==> config.mk <==
export PLATFORM = sky130hd
export DESIGN_NAME = logic_tile_datapath
export DESIGN_NICKNAME = d
export VERILOG_FILES = /design/src/rtl/tile_pkg.sv /design/src/rtl/logic_tile_datapath.sv /design/src/rtl/cfg_ram.sv
export VERILOG_INCLUDE_DIRS = /design/src /design/src/rtl
export SDC_FILE = /design/constraint.sdc
export NUM_CORES = 1
export LEC_CHECK = 0
export BUFFER_PORTS_ARGS = -buffer_cell sky130_fd_sc_hd__buf_4
export CORE_MARGIN = 10
export CORE_UTILIZATION = 45
export DETAILED_ROUTE_END_ITERATION = 8
export PLACE_DENSITY = 0.65
export SYNTH_ARGS = -nofsm -noshare
export SYNTH_HDL_FRONTEND = slang
export SYNTH_SLANG_ARGS = --single-unit
export TNS_END_PERCENT = 5
==> constraint.sdc <==
create_clock -name clk_in -period 5.4 [get_ports clk_in]
set_clock_uncertainty 0.1 [all_clocks]
set_input_delay 0.54 -clock clk_in [delete_from_list [all_inputs] [get_ports clk_in]]
set_output_delay 0.54 -clock clk_in [all_outputs]
set_load 0.03 [all_outputs]
==> src/rtl/tile_map.svh <==
`ifndef TILE_MAP_SVH
`define TILE_MAP_SVH

// Register byte offsets on the Avalon slave
`define OFF_CTRL 8'h00
`define OFF_STATUS 8'h04
`define OFF_LATCH 8'h08
`define OFF_MODE 8'h0C
`define OFF_OSEL 8'h10
`define OFF_FSTAT 8'h14
`define OFF_FIFO0 8'h18
`define OFF_FIFO1 8'h1C
`define OFF_D0 8'h20
`define OFF_D1 8'h24
`define OFF_A0 8'h28
`define OFF_A1 8'h2C
// Config memory window: address[7:5] == CFG_HI, word = address[4:2]
`define CFG_HI 3'h2
`define ADDR_HI 7:5
`define ADDR_WORD 4:2

// Mode register fields
`define M_DIR 1:0
`define M_CHC 2
`define M_CHS 3
`define M_CHQ 4
`define M_DPEN 5
`define M_SCEN 6

// Reset values
`define RST_CTRL 8'h00
`define RST_LATCH 8'h00
`define RST_MODE 7'h60
`define RST_OSEL 24'h00_0000

// Routed input fields
`define RIN_ADDR 2:0
`define RIN_SIN 3
`define RIN_AUX 4

// Sizes
`define FIFO_DEPTH 3'h4
`define OSEL_W 4
`define BUF_FULL 2'h2

`endif

==> src/rtl/tile_pkg.sv <==
package tile_pkg;
`include "tile_map.svh"

    // ALU functions
    typedef enum logic [2:0] {
        OP_INC = 3'h0, OP_DEC = 3'h1, OP_ADD = 3'h2, OP_SUB = 3'h3,
        OP_AND = 3'h4, OP_OR = 3'h5, OP_XOR = 3'h6, OP_PASS = 3'h7
    } alu_op_t;

    // Shifter functions
    typedef enum logic [1:0] {
        SH_NONE = 2'h0, SH_LEFT = 2'h1, SH_RIGHT = 2'h2, SH_SWAP = 2'h3
    } shift_t;

    // Bus slave states
    typedef enum logic [1:0] {
        BUS_IDLE = 2'b01,
        BUS_ACK = 2'b10
    } bus_state_t;

    // One 16-bit per-cycle configuration word
    typedef struct packed {
        logic load_d;    // Input FIFO loads data reg, else accumulator
        logic cap_alu;   // Output FIFO takes ALU result, else accumulator
        logic emit;      // Push ALU result into parallel buffer
        logic fifo1_go;  // Datapath pops or pushes second FIFO
        logic fifo0_go;  // Datapath pops or pushes first FIFO
        logic shin_reg;  // Shift-in from registered shift-out
        logic cin_reg;   // Carry-in from registered carry
        shift_t shift;
        logic wr_a1;
        logic wr_a0;
        logic srcb_d1;   // B operand from second data reg
        logic srca_a1;   // A operand from second accumulator
        alu_op_t op;
    } cfg_word_t;

    // Four-byte FIFO state
    typedef struct packed {
        logic [3:0][7:0] mem;
        logic [1:0] rd;
        logic [1:0] wr;
        logic [2:0] cnt;
    } fifo_t;

    // Neighbour chaining signals
    typedef struct packed {
        logic carry;
        logic shift;
        logic cond;
    } chain_t;

    // Avalon-MM request from the master
    typedef struct packed {
        logic read;
        logic write;
        logic [7:0] address;
        logic [31:0] writedata;
    } avs_req_t;

    // Push into full or pop from empty leaves the FIFO untouched
    function automatic fifo_t fifo_step(fifo_t f, logic push, logic pop,
                                        logic [7:0] din);
        fifo_t n;
        logic do_push;
        logic do_pop;
        n = f;
        do_push = push && (f.cnt != `FIFO_DEPTH);
        do_pop = pop && (f.cnt != 3'h0);
        if (do_push) begin
            n.mem[f.wr] = din;
            n.wr = f.wr + 2'h1;
        end
        if (do_pop) begin
            n.rd = f.rd + 2'h1;
        end
        n.cnt = f.cnt + {2'h0, do_push} - {2'h0, do_pop};
        return n;
    endfunction

endpackage

==> src/rtl/logic_tile_datapath.sv <==
// The Avalon-MM register port and the address map were left to the implementer.
`timescale 1ns/1ns
`include "tile_map.svh"
module logic_tile_datapath (
    input wire logic clk_in,
    input wire logic rst_n_in,
    input wire tile_pkg::avs_req_t avs_in,
    output logic [31:0] avs_readdata_out,
    output logic avs_waitrequest_out,
    input wire logic [5:0] route_in,
    output logic [5:0] route_out,
    output logic [7:0] ctrl_out,
    input wire logic [7:0] status_in,
    input wire tile_pkg::chain_t chain_in,
    output tile_pkg::chain_t chain_out,
    output logic [7:0] par_data_out,
    output logic par_valid_out,
    input wire logic par_ready_in
);
    import tile_pkg::*;

    // Bus and register state
    bus_state_t state, next_state;
    logic [31:0] next_rdata;
    logic next_wait;
    logic [7:0] next_ctrl;
    logic [7:0] latch_mask, next_latch_mask; // Bits that latch
    logic [7:0] lat, next_lat;               // Latched status
    logic [7:0] lat_snap, next_lat_snap;     // Latched bits read
    logic [6:0] mode, next_mode;
    logic [23:0] osel, next_osel;            // Output selects
    logic acc_go, wr_go, rd_go;
    logic [7:0] st_view;
    logic [1:0] dir;                         // 1 = output buffer

    // Datapath state
    logic [1:0][7:0] acc, next_acc;
    logic [1:0][7:0] dreg, next_dreg;
    fifo_t [1:0] fifo, next_fifo;
    logic carry_q, next_carry;
    logic shift_q, next_shift;
    logic [7:0] buf_tail, next_buf_tail;     // Second buffer entry
    logic [1:0] buf_cnt, next_buf_cnt;
    logic [7:0] next_par_data;
    logic [5:0] next_route;
    chain_t next_chain;
    cfg_word_t cw;

    // Datapath combinational helpers
    logic run, cfg_wr;
    logic [7:0] op_a, op_b, op_bb, res;
    logic [8:0] sum;
    logic cin, sin, sout, ovf;
    logic [1:0] bus_push, bus_pop, dp_go;
    logic [15:0] cond;

    assign dir = mode[`M_DIR];
    assign acc_go = (state == BUS_ACK);
    assign wr_go = acc_go && avs_in.write;
    assign rd_go = acc_go && avs_in.read;
    assign cfg_wr = wr_go && (avs_in.address[`ADDR_HI] == `CFG_HI);
    // Masked bits show the latch, others the live status level
    assign st_view = (lat & latch_mask) | (status_in & ~latch_mask);

    cfg_ram u_cfg_ram (
        .clk_in(clk_in),
        .rst_n_in(rst_n_in),
        .wr_en_in(cfg_wr),
        .wr_addr_in(avs_in.address[`ADDR_WORD]),
        .wr_data_in(cfg_word_t'(avs_in.writedata[15:0])),
        .rd_addr_in(route_in[`RIN_ADDR]),
        .rd_data_out(cw)
    );

    // Bus slave and firmware registers
    always_comb begin
        next_state = state;
        next_rdata = avs_readdata_out;
        next_ctrl = ctrl_out;
        next_latch_mask = latch_mask;
        next_mode = mode;
        next_osel = osel;
        next_lat_snap = lat_snap;
        case (state)
            BUS_IDLE: begin
                if (avs_in.read || avs_in.write) begin
                    next_state = BUS_ACK;
                end
            end
            BUS_ACK: begin
                next_state = BUS_IDLE;
            end
            default: begin
                next_state = BUS_IDLE;
            end
        endcase
        next_wait = (next_state != BUS_ACK);
        // Read data captured one edge ahead of the answer
        if (state == BUS_IDLE && avs_in.read) begin
            next_lat_snap = '0;
            case (avs_in.address)
                `OFF_CTRL: next_rdata = 32'(ctrl_out);
                `OFF_STATUS: begin
                    next_rdata = 32'(st_view);
                    next_lat_snap = lat & latch_mask;
                end
                `OFF_LATCH: next_rdata = 32'(latch_mask);
                `OFF_MODE: next_rdata = 32'(mode);
                `OFF_OSEL: next_rdata = 32'(osel);
                `OFF_FSTAT: next_rdata = 32'({fifo[1].cnt, fifo[0].cnt});
                `OFF_FIFO0: next_rdata = dir[0] ?
                    32'(fifo[0].mem[fifo[0].rd]) : '0;
                `OFF_FIFO1: next_rdata = dir[1] ?
                    32'(fifo[1].mem[fifo[1].rd]) : '0;
                `OFF_D0: next_rdata = 32'(dreg[0]);
                `OFF_D1: next_rdata = 32'(dreg[1]);
                `OFF_A0: next_rdata = 32'(acc[0]);
                `OFF_A1: next_rdata = 32'(acc[1]);
                default: next_rdata = '0;
            endcase
        end
        if (wr_go) begin
            case (avs_in.address)
                `OFF_CTRL: next_ctrl = avs_in.writedata[7:0];
                `OFF_LATCH: next_latch_mask = avs_in.writedata[7:0];
                `OFF_MODE: next_mode = avs_in.writedata[6:0];
                `OFF_OSEL: next_osel = avs_in.writedata[23:0];
                default: next_osel = osel;
            endcase
        end
        // Clear only bits that were read; a fresh set wins
        next_lat = lat & ~((rd_go &&
            avs_in.address == `OFF_STATUS) ? lat_snap : 8'h00);
        if (mode[`M_SCEN]) begin
            next_lat = next_lat | (status_in & latch_mask);
        end
    end

    always_ff @(posedge clk_in or negedge rst_n_in) begin
        if (!rst_n_in) begin
            state <= BUS_IDLE;
            avs_readdata_out <= '0;
            avs_waitrequest_out <= 1'b1;
            ctrl_out <= `RST_CTRL;
            latch_mask <= `RST_LATCH;
            lat <= '0;
            lat_snap <= '0;
            mode <= `RST_MODE;
            osel <= `RST_OSEL;
        end else begin
            state <= next_state;
            avs_readdata_out <= next_rdata;
            avs_waitrequest_out <= next_wait;
            ctrl_out <= next_ctrl;
            latch_mask <= next_latch_mask;
            lat <= next_lat;
            lat_snap <= next_lat_snap;
            mode <= next_mode;
            osel <= next_osel;
        end
    end

    // Datapath, FIFOs, buffer and routed outputs
    always_comb begin
        next_acc = acc;
        next_dreg = dreg;
        next_carry = carry_q;
        next_shift = shift_q;
        // Full parallel buffer stalls the whole datapath step when that step emits
        run = mode[`M_DPEN] && !(cw.emit && buf_cnt == `BUF_FULL);
        op_a = cw.srca_a1 ? acc[1] : acc[0];
        op_b = cw.srcb_d1 ? dreg[1] : dreg[0];
        op_bb = (cw.op == OP_SUB) ? ~op_b : op_b;
        cin = cw.cin_reg ? carry_q :
            (mode[`M_CHC] && chain_in.carry);
        case (cw.op)
            OP_INC: sum = {1'b0, op_a} + 9'h001;
            OP_DEC: sum = {1'b0, op_a} - 9'h001;
            OP_ADD: sum = {1'b0, op_a} + {1'b0, op_b} + {8'h00, cin};
            OP_SUB: sum = {1'b0, op_a} + {1'b0, op_bb} + 9'h001;
            OP_AND: sum = {1'b0, op_a & op_b};
            OP_OR: sum = {1'b0, op_a | op_b};
            OP_XOR: sum = {1'b0, op_a ^ op_b};
            default: sum = {1'b0, op_a};
        endcase
        ovf = (cw.op == OP_ADD || cw.op == OP_SUB) &&
            (op_a[7] == op_bb[7]) && (sum[7] != op_a[7]);
        sin = cw.shin_reg ? shift_q : (mode[`M_CHS] ? chain_in.shift :
            route_in[`RIN_SIN]);
        case (cw.shift)
            SH_LEFT: begin
                res = {sum[6:0], sin};
                sout = sum[7];
            end
            SH_RIGHT: begin
                res = {sin, sum[7:1]};
                sout = sum[0];
            end
            SH_SWAP: begin
                res = {sum[3:0], sum[7:4]};
                sout = 1'b0;
            end
            default: begin
                res = sum[7:0];
                sout = sum[7];
            end
        endcase
        if (run) begin
            if (cw.wr_a0) begin
                next_acc[0] = res;
            end
            if (cw.wr_a1) begin
                next_acc[1] = res;
            end
            next_carry = sum[8];
            next_shift = sout;
        end
        // Bus fills input FIFOs and drains output FIFOs
        bus_push[0] = wr_go && avs_in.address == `OFF_FIFO0 && !dir[0];
        bus_push[1] = wr_go && avs_in.address == `OFF_FIFO1 && !dir[1];
        bus_pop[0] = rd_go && avs_in.address == `OFF_FIFO0 && dir[0];
        bus_pop[1] = rd_go && avs_in.address == `OFF_FIFO1 && dir[1];
        dp_go = run ? {cw.fifo1_go, cw.fifo0_go} : 2'b00;
        for (int i = 0; i < 2; i++) begin
            // Direction of each FIFO set on its own
            next_fifo[i] = fifo_step(fifo[i],
                bus_push[i] || (dp_go[i] && dir[i]),
                bus_pop[i] || (dp_go[i] && !dir[i]),
                dir[i] ? (cw.cap_alu ? res : acc[i])
                       : avs_in.writedata[7:0]);
            if (dp_go[i] && !dir[i] && fifo[i].cnt != 3'h0) begin
                if (cw.load_d) begin
                    next_dreg[i] = fifo[i].mem[fifo[i].rd];
                end else begin
                    next_acc[i] = fifo[i].mem[fifo[i].rd];
                end
            end
        end
        if (wr_go && avs_in.address == `OFF_D0) begin
            next_dreg[0] = avs_in.writedata[7:0];
        end
        if (wr_go && avs_in.address == `OFF_D1) begin
            next_dreg[1] = avs_in.writedata[7:0];
        end
        // Two-entry buffer: head is the output register itself
        next_par_data = par_data_out;
        next_buf_tail = buf_tail;
        next_buf_cnt = buf_cnt;
        if (par_valid_out && par_ready_in) begin
            next_par_data = buf_tail;
            next_buf_cnt = buf_cnt - 2'h1;
        end
        if (run && cw.emit) begin
            if (next_buf_cnt == 2'h0) begin
                next_par_data = res;
            end else begin
                next_buf_tail = res;
            end
            next_buf_cnt = next_buf_cnt + 2'h1;
        end
        // Conditions taken from next state so flags track each access
        cond = '0;
        cond[0] = (next_acc[0] == next_dreg[0]) &&
            (!mode[`M_CHQ] || chain_in.cond);
        cond[1] = next_acc[1] < next_dreg[1];
        cond[2] = next_acc[0] == '0;
        cond[3] = next_acc[1] == '0;
        cond[4] = next_acc[0] == '1;
        cond[5] = next_acc[1] == '1;
        cond[6] = run && ovf;
        cond[7] = next_shift;
        cond[8] = next_fifo[0].cnt == 3'h0;
        cond[9] = next_fifo[0].cnt == `FIFO_DEPTH;
        cond[10] = next_fifo[1].cnt == 3'h0;
        cond[11] = next_fifo[1].cnt == `FIFO_DEPTH;
        cond[12] = next_carry;
        cond[13] = route_in[`RIN_AUX];
        for (int j = 0; j < 6; j++) begin
            next_route[j] = cond[osel[j*`OSEL_W +: `OSEL_W]];
        end
        next_chain = '{carry: next_carry, shift: next_shift,
            cond: cond[0]};
    end

    always_ff @(posedge clk_in or negedge rst_n_in) begin
        if (!rst_n_in) begin
            acc <= '0;
            dreg <= '0;
            fifo <= '0;
            carry_q <= 1'b0;
            shift_q <= 1'b0;
            buf_tail <= '0;
            buf_cnt <= 2'h0;
            par_data_out <= '0;
            par_valid_out <= 1'b0;
            route_out <= '0;
            chain_out <= '0;
        end else begin
            acc <= next_acc;
            dreg <= next_dreg;
            fifo <= next_fifo;
            carry_q <= next_carry;
            shift_q <= next_shift;
            buf_tail <= next_buf_tail;
            buf_cnt <= next_buf_cnt;
            par_data_out <= next_par_data;
            par_valid_out <= (next_buf_cnt != 2'h0);
            route_out <= next_route;
            chain_out <= next_chain;
        end
    end
endmodule

==> src/rtl/cfg_ram.sv <==
`timescale 1ns/1ns
module cfg_ram (
    input wire logic clk_in,
    input wire logic rst_n_in,
    input wire logic wr_en_in,
    input wire logic [2:0] wr_addr_in,
    input wire tile_pkg::cfg_word_t wr_data_in,
    input wire logic [2:0] rd_addr_in,
    output tile_pkg::cfg_word_t rd_data_out
);
    import tile_pkg::*;

    cfg_word_t mem [8];      // Eight configuration words
    cfg_word_t next_mem [8];
    cfg_word_t next_rd;

    // Write port from the bus, read port from the routing
    always_comb begin
        next_mem = mem;
        if (wr_en_in) begin
            next_mem[wr_addr_in] = wr_data_in;
        end
        next_rd = mem[rd_addr_in];
    end

    // Array cleared too, so an unwritten word reads as an idle step
    // and no unknown leaks into the datapath before firmware loads it
    always_ff @(posedge clk_in or negedge rst_n_in) begin
        if (!rst_n_in) begin
            mem <= '{default: '0};
            rd_data_out <= '0;
        end else begin
            mem <= next_mem;
            rd_data_out <= next_rd;
        end
    end
endmodule

==> results of run 1 <==
registers in the layout (all words and copies together) (netlist names), 16 cells and up:
name and flops:
avs_readdata_out 24, fifo 78, osel 24, acc 16
dreg 16, u_cfg_ram.rd_data_out 16, u_cfg_ram.mem 128
area by class of cell:
cell class | count | area [um^2]
Clock buffer | 58 | 1160
Inverter | 72 | 270.3
Multi-Input combinational cell | 1320 | 10900
Tap cell | 600 | 750.7
Timing Repair Buffer | 246 | 1882
Fill cell | 3948 | 21000
Clock inverter | 13 | 103.9
Sequential cell | 372 | 9314
power by group:
| part | internal [mW] | leakage (nW) | total, mW | switching, mW |
|---|---|---|---|---|
| Clock | 1.51 | 0.625 | 2.67 | 1.16 |
| Combinational | 0.461 | 5.84 | 1.13 | 0.665 |
| Sequential | 2.90 | 4.93 | 2.99 | 0.0826 |
| Total | 4.87 | 11.4 | 6.78 | 1.91 |
cell usage after synthesis, types with 22 or more instances:
| cell | instances | area, um^2 |
|---|---|---|
| nor3_1 | 22 | 110.1 |
| inv_1 | 72 | 270.3 |
| clkbuf_1 | 70 | 262.8 |
| nor2_1 | 117 | 439.2 |
| nand2_1 | 169 | 634.4 |
| mux4_2 | 51 | 1149 |
| xnor2_1 | 29 | 254.0 |
| mux2_2 | 250 | 2815 |
| ha_1 | 53 | 663.1 |
| nand3_1 | 28 | 140.1 |
| dfrtp_1 | 368 | 9209 |
| a21oi_1 | 78 | 390.4 |
| o21ai_0 | 84 | 420.4 |
| a22o_1 | 26 | 227.7 |
| mux2i_1 | 56 | 560.5 |
| a31oi_1 | 22 | 137.6 |
critical path, delay by kind of cell (launching register included):
kind            cells  cell delay, ps
fa+ha+maj           3            1140
simple gates        7            1190
mux                 1             170
buf+inv             6             810
flops               1             400
compound gates      9            1290
cells by family (layout without fill, tap and decap cells):
kind of cell             after synthesis  after routing  synth area share (%)
multiplexers                         358            358                 21.96
adder cells (fa/ha/maj)               59             59                 3.791
flip-flops                           372            372                 45.07
XOR/XNOR                              39             39                 1.653
AO/OA/AOI/OAI                        393            393                 13.33
other                                  1              8               0.01815
AND/OR/NAND/NOR                      463            463                 10.74
buffers and inverters                172            389                 3.427
path summary, 6_finish.rpt:
path	from	to	cells after the start
setup / recovery	u_cfg_ram.rd_data_out[3]	route_out[3]	26
hold / removal	avs_in[41]	avs_waitrequest_out	2
setup reg to reg	u_cfg_ram.rd_data_out[3]	route_out[3]	26
hold reg to reg	buf_tail[2]	buf_tail[2]	2
max in group asynchronous	rst_n_in	par_data_out[0]	3
min in group asynchronous	rst_n_in	fifo[4]	2
cells in the final DEF (no fill, tap or decap), types with 7 or more instances in the layout:
cell       synthesis  final
nor3_1            22     18
a21oi_1           78     75
clkbuf_8           0      7
xor2_1            10     10
and2_1            18     18
a22o_1            26     26
conb_1             1      8
clkbuf_1          70     10
a21o_1            20     20
dfrtp_1          368    368
a31oi_1           22     20
a211o_1            7      7
mux2i_1           56     51
nand3b_1           7      7
a32o_1             8      8
a22oi_1           10     10
clkbuf_16          0     41
nand2_1          169    169
o21ai_0           84     83
mux2_2           250    250
inv_1             72     72
and3_1            13     13
o211ai_1          15     15
nand4_1            9      9
nand3_1           28     28
or3_1              9      9
ha_1              53     52
xnor2_1           29     29
nor2b_1           10     10
nand2b_1          13     11
mux4_2            51     51
a222oi_1           9      9
nor2_1           117    115
a211oi_1          16     12
nor4_1             8      7
buf_4             12    242
o22ai_1            8      8
a221oi_1          11     11
through the flow:
stage                     hold WS, ps  area [um^2]
after floorplan                 144.4        20690
after global routing            68.97        24380
after detailed placement        368.2        22880
after global placement          356.6        22880
after CTS                       51.37        24170
final                           60.47        24380
repair_timing:
action	in CTS	in global routing
buffers inserted	0	2
pin swaps	0	13
endpoints found under the hold margin	72	0
endpoints found under the setup margin	3	6
gates resized for setup	2	44
hold buffers	1	0
layer usage:
layer  wire, um  vias to the layer above  share of wire [%]  GRT usage [%]
li1           -                     7241                  -              -
met4       2010                        2                3.0          7.337
met3       4558                      114                6.9          4.762
met5         10                        -              0.015              0
met1      27970                     8107                 42          31.84
met2      31520                      576                 48          38.94
==> summary.md, run 1 <==
| Metric | Value |
|---|---|
| Post-synth EDFFs | `0` |
| Largest net degree at the start of global routing | `142` |
| Wire length per cell | `24.64 um` |
| Nets | `2174` |
| Chip Height | `234.3 um` |
| Setup_tns | `0 ps` |
| DRC | `0` |
| Latest clock arrival within the worst-skew pair | `560 ps` |
| Final worst-path setup slack | `200.7 ps` |
| YS warnings | `0` |
| Cell Count, Final, Fillers Out | `2681` |
| # IOs | `121` |
| Critical Path RT | `5740 ps` |
| Unrepaired setup endpoints after global routing | `yes` |
| Final Util | `53.72%` |
| Startpoint types | `register` |
| Detail Placement HPWL | `48900 um` |
| Crit Path Category | `register to register` |
| Cell count after synthesis | `1857` |
| Synth cell types | `94` |
| Total Power | `6.783 mW` |
| Routed WL | `66070 um` |
| Via count | `16040` |
| Worst IR Drop VDD | `303.8 uV` |
| Port bufs | `103` |
| ANT nets after route | `0` |
| ANT cells | `0` |
| Chip width | `234.3 um` |
| Die Area | `0.05489 mm^2` |
| Grt ovf | `0` |
| Slew @ Worst Pin | `1122 ps` |
| Vias in the first global route | `16415` |
| Critical-path maximum fanout | `8` |
| Max_cap viols | `0` |
| Worst path slowest cell | `fa_2` |
| Starting Density | `45.53%` |
| Synth Area per Inst | `11.13 um^2` |
| Max_slew headroom | `25.02%` |
| CTS sink cnt | `372` |
| H-tree Lvls | `2` |
| Leakage | `11.40 nW` |
| Share of layout cells above drive strength 1 | `32.58%` |
| R2R Setup Slk | `200 ps` |
| Status | `completed` |
| Worst Path Arrival | `5540 ps` |
| Power per cell area | `278.2 mW/mm^2` |
| Drt pass-1 iters | `6` |
| Vias/cell | `5.983` |
| Pre-CTS setup slack | `-212.9 ps` |
| Fmax | `192.3 MHz` |
| Rows | `78` |
| Initial antenna violation count | `3` |
| CP Capture Type | `register` |
| Number of synthesized register bits | `372` |
| Placed cell count | `2607` |
| Register area share after synthesis | `45.07%` |
| CTS root buf | `clkbuf_16` |
| Post-synth ARST share | `100.0%` |
| CP max stage delay | `440 ps` |
| Pins Over Slew Limit | `0` |
| Area Overhead vs Synth | `17.98%` |
| TritonCTS clock tree | `built` |
| DRT iter0 DRCs | `1338` |
| CTS clock-pin slew for the worst setup and hold paths | `60 ps` |
| Max Root-Sink Buffers | `3` |
| Final Hold Viols | `0` |
| Period utilization | `96.28%` |
| Num CTS Buffers | `41` |
| Synthesized area | `0.02066 mm^2` |
| Most common cell on crit path | `buf_4` |
| Finish-stage setup viols | `0` |
| Global Route Usage Sum | `23.96%` |
| Ys flop type | `dfrtp_1` |
| First-pass GRT wire length | `100300 um` |
| Min cycle time layout | `5199 ps` |
| Area of the core | `0.04538 mm^2` |
| RePlAce Congestion | `0.9716` |
| Worst Hold Class | `input port to register` |
No activity file was read; power rests on OpenSTA's default activity.
==> inputs of run 2 (changes only) <==
--- a/config.mk
+++ b/config.mk
@@ -6,6 +6,7 @@
 export SDC_FILE = /design/constraint.sdc
 export NUM_CORES = 1
 export LEC_CHECK = 0
+export ABC_AREA = 1
 export BUFFER_PORTS_ARGS = -buffer_cell sky130_fd_sc_hd__buf_4
 export CORE_MARGIN = 10
 export CORE_UTILIZATION = 45
==> run 2 against run 1 <==
Power grew 23%. Combinational power grew 92%. Critical path type unchanged. Largest power group unchanged. Utilization shrank 2.2 points. Register-to-register slack gained 250 ps. Clock power grew 8.6%. First-iteration DRC count grew 69%. Largest cell class unchanged.
==> summary.md, run 2 <==
| Metric | Value |
|---|---|
| Detail Placement HPWL | `50930 um` |
| Unrepaired setup endpoints after global routing | `no` |
| Synth area leaders | `dfrtp_1 (45%), nand2_1 (14%), o21ai_0 (9.0%), inv_1 (4.9%), nor2_1 (4.1%)` |
| Ys flop type | `dfrtp_1` |
| Synth Area per Inst | `7.577 um^2` |
| Synthesized area | `0.02052 mm^2` |
| Area leader, netlist | `dfrtp_1` |
| Worst path slowest cell | `dfrtp_1` |
| Worst IR Drop VDD | `227.5 uV` |
| Drt pass-1 iters | `6` |
| ANT cells | `0` |
| Fmax | `201.9 MHz` |
| Final worst-path setup slack | `446.2 ps` |
| Largest register FFs | `128` |
| Routed WL | `69110 um` |
| Rows | `78` |
| Commonest cells in the netlist | `nand2_1 (761), o21ai_0 (369), dfrtp_1 (368)` |
| Combinational family with the most area after synthesis | `simple AND/OR/NAND/NOR gates` |
| Simple-gate area share of the yosys netlist | `23.80%` |
| Global Route Usage Sum | `24.99%` |
| Vias/cell | `5.568` |
| Largest reg by FF count | `u_cfg_ram.mem` |
| Commonest non-fill, non-tap cell in the layout | `nand2_1` |
| DRC | `0` |
| Latest clock arrival within the worst-skew pair | `570 ps` |
| Synth cell types | `56` |
| Compound-cell area share of the yosys netlist | `18.03%` |
| Area of the core | `0.04519 mm^2` |
| Max Root-Sink Buffers | `3` |
| Final Util | `51.56%` |
| Status | `completed` |
| Share of layout cells above drive strength 1 | `9.982%` |
| Area Overhead vs Synth | `13.53%` |
| RePlAce Congestion | `1.002` |
| Min cycle time layout | `4954 ps` |
| Max_cap viols | `0` |
| ANT nets after route | `0` |
| Chip width | `233.5 um` |
| Postcts setup bufs | `0` |
| First-pass GRT wire length | `105700 um` |
| Port bufs | `103` |
| CTS root buf | `clkbuf_16` |
| Num CTS Buffers | `43` |
| # IOs | `121` |
| Power per cell area | `359.3 mW/mm^2` |
| Period utilization | `91.74%` |
| Post-synth EDFFs | `0` |
| Synth Area in Adders | `3.817%` |
| Final Hold Viols | `0` |
| Fill cell count | `4378` |
| Leakage | `11.39 nW` |
| Cell count after synthesis | `2708` |
| Top cell type's share of synthesized area | `44.88%` |
| R2R Setup Slk | `450 ps` |
| Number of synthesized register bits | `372` |
| Post-synth ARST share | `100.0%` |
| Vias in the first global route | `17943` |
| Startpoint types | `register` |
| Starting Density | `45.41%` |
| Top-count cell post-synth | `nand2_1` |
| Nets | `2905` |
| CTS clock-pin slew for the worst setup and hold paths | `60 ps` |
| Register area share after synthesis | `45.39%` |
| Die Area | `0.05454 mm^2` |
| Worst Hold Class | `input port to register` |
| Chip Height | `233.5 um` |
| Mux cell area share after synthesis | `0.1585%` |
| Via count | `19016` |
| Most common cell on crit path | `nand2_1` |
| XOR/XNOR Fraction of Synth Area | `0.9817%` |
| Grt ovf | `0` |
| Critical-path maximum fanout | `12` |
| Slew @ Worst Pin | `1113 ps` |
| CP Capture Type | `register` |
| Setup_tns | `0 ps` |
| Worst Path Arrival | `5350 ps` |
| YS warnings | `0` |
| Pins Over Slew Limit | `0` |
| H-tree Lvls | `2` |
| CP max stage delay | `490 ps` |
| Biggest regs | `u_cfg_ram.mem: 128 flops, fifo: 78 flops` |
| Pre-CTS setup slack | `314.8 ps` |
| TritonCTS clock tree | `built` |
| Most frequent cells in the layout | `nand2_1 (760), o21ai_0 (368), dfrtp_1 (368), inv_1 (266), nor2_1 (222)` |
| Total Power | `8.369 mW` |
| DRT iter0 DRCs | `2255` |
| Finish-stage setup viols | `0` |
| Largest net degree at the start of global routing | `132` |
| Wire length per cell | `20.24 um` |
| Crit Path Category | `register to register` |
| Initial antenna violation count | `3` |
| Max_slew headroom | `25.61%` |
| CTS sink cnt | `372` |
| Critical Path RT | `5800 ps` |
## run 2: metal layers
layer	up-vias	GRT usage [%]	wire [um]
met5	-	0	10
met4	2	8.990	2307
met3	135	4.489	5058
met2	690	38.85	31350
met1	9156	34.37	30380
li1	9033	-	-
## run 2: worst paths after layout
| check | start | end | cells after the start |
|---|---|---|---|
| max | u_cfg_ram.rd_data_out[3] | route_out[0] | 30 |
| min in group asynchronous | rst_n_in | u_cfg_ram.mem[48] | 2 |
| max reg2reg | u_cfg_ram.rd_data_out[3] | route_out[0] | 30 |
| max in group asynchronous | rst_n_in | buf_cnt[1] | 3 |
| min | avs_in[19] | osel[19] | 2 |
| min reg2reg | u_cfg_ram.mem[101] | u_cfg_ram.mem[101] | 2 |
## run 2: metrics by stage
step / instance area, um^2 / hold slack (ps) / std cells
after global placement: 21900 / 356.0 / 3338
after CTS: 23290 / 88.29 / 3415
after global routing: 23300 / 113.7 / 3415
after floorplan: 20550 / 144.4 / 2715
final: 23300 / 103.2 / 3415
after detailed placement: 21900 / 364.6 / 3338
## run 2: critical path, delay by kind of cell (launching register included)
family / cells / cell delay, ps
fa+ha+maj: 3 / 1220
simple gates: 19 / 1840
compound gates: 4 / 650
buf+inv: 4 / 570
flops: 1 / 490
## run 2: cell type report
cell class	count	area (um^2)	area share (%)
Clock buffer	66	1232	5.290
Sequential cell	372	9314	39.98
Inverter	289	1085	4.657
Timing Repair Buffer	146	1131	4.855
Multi-Input combinational cell	1932	9637	41.37
Clock inverter	10	146.4	0.6284
Tap cell	600	750.7	3.223
## run 2: where the power goes
| part | internal (mW) | switching (mW) |
|---|---|---|
| Sequential | 3.05 | 0.246 |
| Clock | 1.72 | 1.18 |
| Combinational | 0.698 | 1.47 |
## run 2: kinds of logic after synthesis
logic type | after synthesis
simple gates | 1183
compound gates | 656
buf+inv | 411
flops | 372
fa+ha+maj | 59
xor+xnor | 23
mux | 3
other cells | 1
## run 2: timing repair
item,CTS,global route
hold endpoints to repair,3,0
hold buffers,1,0
resized for setup,0,3
setup endpoints to repair,0,6
